===== config.mk =====
export PLATFORM = sky130hd
export DESIGN_NAME = lbl_ladder
export DESIGN_NICKNAME = d
export VERILOG_FILES = /design/src/logic/lbl_pkg.sv /design/src/logic/lbl_com_pins.sv /design/src/logic/lbl_ladder.sv
export SDC_FILE = /design/constraint.sdc
export NUM_CORES = 1
export LEC_CHECK = 0
export ABC_AREA = 1
export ABC_CLOCK_PERIOD_IN_PS = 2000
export BUFFER_PORTS_ARGS = -buffer_cell sky130_fd_sc_hd__buf_2
export CORE_ASPECT_RATIO = 1.75
export CORE_MARGIN = 10
export CORE_UTILIZATION = 30
export DETAILED_ROUTE_END_ITERATION = 16
export SYNTH_ARGS = -nofsm -noshare
export SYNTH_HDL_FRONTEND = slang
export SYNTH_SLANG_ARGS = --single-unit

===== constraint.sdc =====
create_clock -name clk_sys -period 2 [get_ports clk_sys]
set_input_delay 0.3 -clock clk_sys [delete_from_list [all_inputs] [get_ports clk_sys]]
set_output_delay 0.3 -clock clk_sys [all_outputs]
set_load 0.01 [all_outputs]

===== src/logic/lbl_pkg.sv =====
// Purpose: shared constants and types for the lcd bias ladder control
// Assumes: 32-bit apb, one aligned word per register
// Notes: register offsets are byte addresses
package lbl_pkg;

    // ****************************************
    // register map
    // ****************************************
    localparam logic [7:0] LBL_OFS_LADDER = 8'h00;
    localparam logic [7:0] LBL_OFS_DISPLAY = 8'h04;
    localparam logic [7:0] LBL_OFS_BIASREF = 8'h08;
    localparam logic [7:0] LBL_OFS_CONTRAST = 8'h0C;
    localparam logic [7:0] LBL_OFS_PINDIR = 8'h10;
    localparam logic [7:0] LBL_OFS_STATUS = 8'h14;

    // ****************************************
    // reset values and writable masks
    // ****************************************
    localparam logic [7:0] LBL_RST_LADDER = 8'h00;
    localparam logic [7:0] LBL_MSK_LADDER = 8'hF7;
    localparam logic [3:0] LBL_RST_DISPLAY = 4'h0;
    localparam logic [7:0] LBL_RST_BIASREF = 8'h00;
    localparam logic [7:0] LBL_MSK_BIASREF = 8'hEE;
    localparam logic [2:0] LBL_RST_CONTRAST = 3'h0;
    localparam logic [3:0] LBL_RST_PINDIR = 4'hF;

    // ****************************************
    // field positions
    // ****************************************
    localparam int LBL_LAD_APWR_LSB = 6;
    localparam int LBL_LAD_BPWR_LSB = 4;
    localparam int LBL_LAD_LEN_LSB = 0;
    localparam int LBL_DSP_MUX_LSB = 0;
    localparam int LBL_DSP_WFT_BIT = 2;
    localparam int LBL_DSP_HALF_BIT = 3;
    localparam int LBL_DSP_ACT_BIT = 7;
    localparam int LBL_REF_EN_BIT = 7;
    localparam int LBL_REF_FIXED_BIT = 6;
    localparam int LBL_REF_IDLE_BIT = 5;
    localparam int LBL_REF_PIN_LSB = 1;

    // ****************************************
    // prescaler counts, in 32 khz source clocks
    // ****************************************
    localparam int LBL_PRE_W = 5;
    localparam logic [4:0] LBL_PERIOD_WFT0 = 5'h0F;
    localparam logic [4:0] LBL_PERIOD_WFT1 = 5'h1F;
    localparam logic [1:0] LBL_PWR_OFF = 2'h0;

    // ****************************************
    // types
    // ****************************************
    typedef enum logic [1:0] {
        LBL_OFF = 2'b00,
        LBL_PHASE_A = 2'b01,
        LBL_PHASE_B = 2'b11
    } lbl_phase_t;

    typedef struct packed {
        logic psel;
        logic penable;
        logic pwrite;
        logic [7:0] paddr;
        logic [31:0] pwdata;
    } lbl_apb_req_t;

    typedef struct packed {
        logic [31:0] prdata;
        logic pready;
        logic pslverr;
    } lbl_apb_rsp_t;

    typedef struct packed {
        logic [1:0] ladderPower;
        logic ladderConnect;
        logic shortMiddle;
        logic inIntervalA;
        logic [2:0] contrastTap;
        logic contrastEnable;
        logic refEnable;
        logic fvrRequest;
        logic fvrBufferEnable;
        logic [2:0] biasPinConnect;
    } lbl_bias_out_t;

endpackage


===== src/logic/lbl_com_pins.sv =====
// Purpose: common line decode and pin direction override
// Assumes: pinDir bit 1 means input, as for a plain i/o pin
// Notes: outputs are registered
`timescale 1ns/10ps
module lbl_com_pins (
    // clock and reset
    input wire logic clk_sys,
    input wire logic rstSyncB,
    // configuration
    input wire logic [1:0] muxSel,
    input wire logic [3:0] pinDir,
    // pin control
    output logic [3:0] comActive,
    output logic [3:0] pinOe
);
    import lbl_pkg::*;

    typedef struct packed {
        logic [3:0] comActive;
        logic [3:0] pinOe;
    } lbl_com_state_t;

    lbl_com_state_t st;
    lbl_com_state_t next_st;
    logic [3:0] useAsCom;

    // ****************************************
    // per pin decode
    // ****************************************
    for (genvar i = 0; i < 4; i++) begin : g_pin
        assign useAsCom[i] = (2'(i) <= muxSel);
    end

    always_comb begin
        next_st.comActive = useAsCom;
        // common driver ignores direction bit
        next_st.pinOe = useAsCom | ~pinDir;
    end

    always_ff @(posedge clk_sys or negedge rstSyncB) begin
        if (!rstSyncB) begin
            st <= '0;
        end else begin
            st <= next_st;
        end
    end

    assign comActive = st.comActive;
    assign pinOe = st.pinOe;
endmodule // lbl_com_pins


===== src/logic/lbl_ladder.sv =====
// Purpose: lcd bias reference ladder, contrast and reference control
// Assumes: lcdTick is a one-cycle pulse per 32 khz source clock
// Notes: registers reached over apb, zero wait states
//
// Overview of operation
// - half bias select shorts the middle ladder resistor
// - ladder has off, low, medium and high power settings
// - inactive module forces the reference ladder off
// - A setting after each transition and each prescaler wrap, then B until the period ends
// - A/B switching timed by the 5-bit 32 khz prescaler
// - bits 7-6 give ladder power during interval A
// - bits 5-4 give ladder power during interval B, same encoding
// - bits 2-0 give A length in clocks; zero means always B
// - waveform type 0: n clocks A then 16 minus n clocks B
// - waveform type 1: n clocks A then 32 minus n clocks B
// - 3-bit contrast setting selects one of eight ladder taps
// - inactive module switches the contrast ladder off
// - no internal reference disables contrast control
// - inactive module turns the internal bias reference off
// - fixed ref, idle bit and interval B disable the ref buffer
// - fixed voltage reference requested automatically when needed
// - three bias pins each have independent connect control
// - multiplex setting decodes to the active common lines
// - active common pins override the direction bit
// - bias pin enable connects the pin to its bias node
//
// Added by the designer: the register addresses and the APB slave port.
`timescale 1ns/10ps
module lbl_ladder (
    // clock and reset
    input wire logic clk_sys,
    input wire logic rst_b,
    // register bus
    input wire lbl_pkg::lbl_apb_req_t apbReq,
    output lbl_pkg::lbl_apb_rsp_t apbRsp,
    // lcd controller timing
    input wire logic lcdTick,
    input wire logic lcdTransition,
    input wire logic moduleActive,
    // analog and pin control
    output lbl_pkg::lbl_bias_out_t biasOut,
    output logic [3:0] comActive,
    output logic [3:0] pinOe
);
    import lbl_pkg::*;

    // ****************************************
    // reset release
    // ****************************************
    logic [1:0] rstShift;
    logic rstSyncB;

    always_ff @(posedge clk_sys or negedge rst_b) begin
        if (!rst_b) begin
            rstShift <= 2'b00;
        end else begin
            rstShift <= {rstShift[0], 1'b1};
        end
    end

    assign rstSyncB = rstShift[1];

    // ****************************************
    // state
    // ****************************************
    typedef struct packed {
        logic [7:0] ladderCtrl;
        logic [3:0] dispCtrl;
        logic [7:0] refCtrl;
        logic [2:0] contrast;
        logic [3:0] pinDir;
        logic [4:0] prescaler;
        lbl_phase_t phase;
        lbl_apb_rsp_t rsp;
        lbl_bias_out_t out;
    } lbl_state_t;

    lbl_state_t st;
    lbl_state_t next_st;

    // ****************************************
    // field views
    // ****************************************
    logic [1:0] aPower;
    logic [1:0] bPower;
    logic [2:0] aLength;
    logic [1:0] muxSel;
    logic waveType;
    logic halfBias;
    logic refOn;
    logic refFixed;
    logic refIdle;
    logic [2:0] pinEnable;

    assign aPower = st.ladderCtrl[LBL_LAD_APWR_LSB +: 2];
    assign bPower = st.ladderCtrl[LBL_LAD_BPWR_LSB +: 2];
    assign aLength = st.ladderCtrl[LBL_LAD_LEN_LSB +: 3];
    assign muxSel = st.dispCtrl[LBL_DSP_MUX_LSB +: 2];
    assign waveType = st.dispCtrl[LBL_DSP_WFT_BIT];
    assign halfBias = st.dispCtrl[LBL_DSP_HALF_BIT];
    assign refOn = st.refCtrl[LBL_REF_EN_BIT];
    assign refFixed = st.refCtrl[LBL_REF_FIXED_BIT];
    assign refIdle = st.refCtrl[LBL_REF_IDLE_BIT];
    assign pinEnable = st.refCtrl[LBL_REF_PIN_LSB +: 3];

    // ****************************************
    // bus decode
    // ****************************************
    logic setupPhase;
    logic writeTaken;
    logic addrHit;
    logic [31:0] readWord;

    assign setupPhase = apbReq.psel && !apbReq.penable;
    assign writeTaken = apbReq.psel && apbReq.penable
        && st.rsp.pready && apbReq.pwrite;

    always_comb begin
        addrHit = 1'b1;
        readWord = 32'h0000_0000;
        unique case (apbReq.paddr)
            LBL_OFS_LADDER: begin
                readWord[7:0] = st.ladderCtrl;
            end
            LBL_OFS_DISPLAY: begin
                readWord[3:0] = st.dispCtrl;
                readWord[LBL_DSP_ACT_BIT] = moduleActive;
            end
            LBL_OFS_BIASREF: begin
                readWord[7:0] = st.refCtrl;
            end
            LBL_OFS_CONTRAST: begin
                readWord[2:0] = st.contrast;
            end
            LBL_OFS_PINDIR: begin
                readWord[3:0] = st.pinDir;
            end
            LBL_OFS_STATUS: begin
                readWord[1:0] = st.phase;
                readWord[3:2] = st.out.ladderPower;
                readWord[7:4] = comActive;
                readWord[11:8] = pinOe;
                readWord[12] = st.out.fvrBufferEnable;
            end
            default: begin
                addrHit = 1'b0;
            end
        endcase
    end

    // ****************************************
    // interval timing
    // ****************************************
    logic [4:0] period;
    logic [4:0] next_pre;
    logic inA;

    // switching period length by waveform type
    assign period = waveType ? LBL_PERIOD_WFT1 : LBL_PERIOD_WFT0;

    always_comb begin
        next_pre = st.prescaler;
        if (!moduleActive) begin
            next_pre = 5'h00;
        end else if (lcdTransition) begin
            // restart so each period opens in A
            next_pre = 5'h00;
        end else if (lcdTick) begin
            if (st.prescaler >= period) begin
                next_pre = 5'h00;
            end else begin
                next_pre = st.prescaler + 5'h01;
            end
        end
    end

    // zero length never enters A
    assign inA = (aLength != 3'h0)
        && (next_pre < {2'b00, aLength});

    // ****************************************
    // next state
    // ****************************************
    logic [1:0] powerSel;
    logic refLive;

    always_comb begin
        next_st = st;
        next_st.prescaler = next_pre;

        // registers
        if (writeTaken) begin
            unique case (apbReq.paddr)
                LBL_OFS_LADDER: begin
                    next_st.ladderCtrl = apbReq.pwdata[7:0]
                        & LBL_MSK_LADDER;
                end
                LBL_OFS_DISPLAY: begin
                    next_st.dispCtrl = apbReq.pwdata[3:0];
                end
                LBL_OFS_BIASREF: begin
                    next_st.refCtrl = apbReq.pwdata[7:0]
                        & LBL_MSK_BIASREF;
                end
                LBL_OFS_CONTRAST: begin
                    next_st.contrast = apbReq.pwdata[2:0];
                end
                LBL_OFS_PINDIR: begin
                    next_st.pinDir = apbReq.pwdata[3:0];
                end
                default: begin
                end
            endcase
        end

        // bus answer, one access cycle after setup
        next_st.rsp.pready = setupPhase;
        next_st.rsp.pslverr = setupPhase && !addrHit;
        next_st.rsp.prdata = (setupPhase && !apbReq.pwrite)
            ? readWord : 32'h0000_0000;

        // interval phase
        if (!moduleActive) begin
            next_st.phase = LBL_OFF;
        end else if (inA) begin
            next_st.phase = LBL_PHASE_A;
        end else begin
            next_st.phase = LBL_PHASE_B;
        end

        // ladder power per phase
        unique case (next_st.phase)
            LBL_PHASE_A: powerSel = aPower;
            LBL_PHASE_B: powerSel = bPower;
            default: powerSel = LBL_PWR_OFF;
        endcase
        next_st.out.ladderPower = powerSel;
        // off disconnects every section
        next_st.out.ladderConnect = (powerSel != LBL_PWR_OFF);
        next_st.out.shortMiddle = halfBias
            && (powerSel != LBL_PWR_OFF);
        next_st.out.inIntervalA = (next_st.phase == LBL_PHASE_A);

        // reference and contrast
        refLive = refOn && moduleActive;
        next_st.out.refEnable = refLive;
        next_st.out.contrastTap = st.contrast;
        next_st.out.contrastEnable = refLive;
        next_st.out.fvrRequest = refLive && refFixed;
        next_st.out.fvrBufferEnable = refLive && refFixed
            && !(refIdle && next_st.phase == LBL_PHASE_B);

        // external bias pins, each on its own
        next_st.out.biasPinConnect = pinEnable;
    end

    // ****************************************
    // registers
    // ****************************************
    always_ff @(posedge clk_sys or negedge rstSyncB) begin
        if (!rstSyncB) begin
            st.ladderCtrl <= LBL_RST_LADDER;
            st.dispCtrl <= LBL_RST_DISPLAY;
            st.refCtrl <= LBL_RST_BIASREF;
            st.contrast <= LBL_RST_CONTRAST;
            st.pinDir <= LBL_RST_PINDIR;
            st.prescaler <= 5'h00;
            st.phase <= LBL_OFF;
            st.rsp <= '0;
            st.out <= '0;
        end else begin
            st <= next_st;
        end
    end

    // ****************************************
    // common lines and pin direction
    // ****************************************
    lbl_com_pins u_com_pins (
        .clk_sys(clk_sys),
        .rstSyncB(rstSyncB),
        .muxSel(muxSel),
        .pinDir(st.pinDir),
        .comActive(comActive),
        .pinOe(pinOe)
    );

    assign apbRsp = st.rsp;
    assign biasOut = st.out;
endmodule // lbl_ladder


==> run summary <==
Initial Utilization: 0.304
grt ovf: 0
Setup crit start kind: flip-flop
Syn. warnings: 0
RSZ-0062 raised after global routing: true
share of post-route cells with drive strength above 1: 0.333
Power Dens Cells: 780 nW/µm²
Tot Pwr: 3.08 mW
Min-Delay Path Class: in2reg
critical path class: reg2reg
final hold viol count: 0
leak pwr: 2.07 nW
Total GRT Usage: 0.108
placed cells: 524
synthesized instance count: 349
final period utilization: 1.17
final setup violation count: 7
Crit path max-delay family: simple AND/OR/NAND/NOR gates
# H-tree levels: 3
worst vdd ir: 389 µV
syn_area_per_cell: 9.27 µm²
crit path cell chain: inv_2 -> ha_4 -> inv_2 -> nor2_1 -> nand2_1 -> nand2_2 -> nand2_4 -> nand2_4 -> nor2_4 -> ha_4 -> a21oi_2 -> o31a_2 -> nand2_4 -> nor2_8 -> nand2_4 -> nand3_2 -> nand2_2 -> nor2_4 -> nor2_1
wirelength, routed: 8.23 mm
Std-Cell Rows: 50
fin. max-slew vios: 0
sequential-to-total area share from yosys stat: 0.535
Reg area: 1730 µm²
Vias/cell: 4.25
crit path DAT: 2.56 ns
sequential fraction of design power: 0.459
sw frac: 0.248
Most used DFF post-synth: dfrtp_1
CP max FO: 3
Layout fillers: 1099
multi-input logic area: 1080 µm²
RD Place Congestion: 0.915
initial antenna violation count: 0
clock power share: 0.492
fin crit period: 2.34 ns
Synth area leaders: dfrtp_1 (50%), buf_4 (12%), nand2_1 (8.4%), inv_1 (4.9%), dfstp_2 (3.2%)
Worst-path clk slew: 0.06 ns
Yosys top cell area share: 0.503
Root Driver: clkbuf_16
MaxCap Viol Count: 0
largest area contributor in the netlist: dfrtp_1
PortBufs: 61
CTS sink cnt: 69
Critical Path RT: 2.23 ns
Ports: 105
worst path bufs/invs: 2
drt first pass iters: 4
post-synthesis cell type count: 36
final non-filler cell total: 547
Die Height: 157 µm
failing checks: negative setup slack
placed wire-length estimate: 6.57 mm
Max Fclk: 428 MHz
nets: 464
Clock Skew: 0.00774 ns
initial DRC count: 112
Mapped Area: 3230 µm²
Antenna Nets Post-Route: 0
Num CTS Buffers: 9
combinational power share: 0.049
post-route setup slack: -0.336 ns
EDFF count, synth: 0
Most common cell on crit path: nand2_4
die width: 98.5 µm
# DRC: 0
vias in the first global route: 2591
Vias: 2324
core area: 10600 µm²
first-pass GRT wire length: 13.3 mm
Psw: 0.764 mW
slowest stage delay, CP: 0.37 ns
DR WL/cell: 15.0 µm
worst-skew pair later-pin latency: 0.33 ns
CTS tree: yes
status: finished, violations left
Synth Register Bits: 69
largest net degree at the start of global routing: 68
Internal: 2.32 mW
Async SR Flop Fraction: 1.00
Clock Path Buffers: 2
slowest cell on the critical path: dfrtp_1
full die area: 15500 µm²
diode count: 0
area grow syn2layout: 22.3%
Critical Path Sink Type: flip-flop
flip-flops by register name, indices dropped and copies added, names as in the netlist:
register              cells
refFixed                  1
muxSel                    2
u_com_pins.comActive      3
aPower                    2
rstShift                  2
biasOut                  14
aLength                   3
halfBias                  1
refOn                     1
bPower                    2
st                       12
refIdle                   1
next_st                   6
apbRsp                   15
u_com_pins.pinOe          4
placed cells by master, fill, tap and decap left out, drive strengths merged:
| cell type | n |
|---|---|
| and3 | 1 |
| xor2 | 2 |
| or2 | 1 |
| nand4 | 3 |
| nand3 | 6 |
| a211oi | 1 |
| dfstp | 4 |
| o21ai | 28 |
| a22o | 2 |
| o22ai | 1 |
| clkbuf | 9 |
| a21oi | 3 |
| a221oi | 3 |
| dfrtp | 65 |
| ha | 4 |
| a31oi | 3 |
| o31a | 1 |
| clkinv | 2 |
| nand2 | 81 |
| nor2 | 33 |
| nor4 | 1 |
| conb | 21 |
| o211ai | 1 |
| clkinvlp | 1 |
| inv | 48 |
| mux2 | 1 |
| dlygate4sd3 | 1 |
| mux2i | 1 |
| nor3 | 3 |
| buf | 86 |
what timing repair did:
item / CTS / global route
hold buffers: 1 / 0
setup endpoints to repair: 7 / 7
resized for setup: 7 / 8
buffers inserted: 4 / 2
pin swaps: 2 / 10
endpoints found under the hold margin: 2 / 0
through the flow:
stage / setup TNS, ns / hold WS, ns / setup WS (ns) / utilization / cell area [µm²]
after floorplan: -0.798 / 0.00441 / -0.228 / - / 3320
after global placement: -1.57 / 0.0838 / -0.260 / 0.333 / 3540
after detailed placement: -2.07 / 0.0861 / -0.353 / 0.333 / 3540
after CTS: -1.93 / 0.150 / -0.323 / 0.367 / 3900
after global routing: -3.10 / 0.166 / -0.505 / 0.372 / 3960
final: -2.05 / 0.153 / -0.336 / 0.372 / 3960
worst paths after layout:
path | startpoint | depth (start not counted) | slack [ns] | to
worst max-delay path | st[73] | 19 | -0.34 | biasOut[11]
worst min register to register | rstShift[1] | 1 | 0.29 | refFixed
max in group asynchronous | rstShift[1] | 1 | 1.38 | st[56]
min in group asynchronous | rst_b | 2 | 0.27 | rstShift[1]
worst max register to register | st[73] | 19 | -0.34 | biasOut[11]
worst min-delay path | apbReq[41] | 2 | 0.15 | apbRsp[1]
cell type report:
cell class / count / area share
timing repair buffer: 87 / 0.132
sequential: 69 / 0.438
clock inverter: 7 / 0.0158
inverter: 44 / 0.0417
multi-input combinational: 201 / 0.274
clock buffer: 9 / 0.0569
tap: 130 / 0.0411
layer usage:
metal | wire [µm] | share of wire | GRT usage
met1 | 2660 | 0.32 | 0.0920
met2 | 4860 | 0.59 | 0.210
met3 | 481 | 0.058 | 0.0342
met4 | 221 | 0.027 | 0.0644
met5 | 0 | 0 | 0
power by group through the flow:
stage                     Clock (mW)  Sequential (mW)  Combinational, mW
after floorplan                    0             1.46             0.0902
after global placement             0             1.44              0.141
after detailed placement           0             1.44              0.145
after CTS                       1.54             1.42              0.150
after global routing            1.61             1.42              0.172
final                           1.52             1.42              0.150
cells in the mapped netlist (3+ instances only):
library cell	number
inv_1	42
nand4_1	3
nor2_2	4
nand2_2	7
o21ai_0	21
a221oi_1	3
buf_4	51
nor2_1	27
a21oi_1	3
o21ai_1	7
a31oi_1	3
dfstp_2	4
nand3_1	5
nand2_1	72
nor3_1	3
ha_1	4
dfrtp_1	65
cell families (layout without fill, tap and decap cells):
family,after synthesis,in the layout,synth area share
muxes,2,2,0.00658
and+or+nand+nor,129,129,0.185
DFF,69,69,0.535
other,2,21,0.00232
adders and majority gates,4,4,0.0155
buffers and inverters,98,147,0.173
xor gates and xnor gates,2,2,0.00542
AOI/OAI and AO/OA,43,43,0.0770
Note: power is estimated with default switching activity, not from simulation.
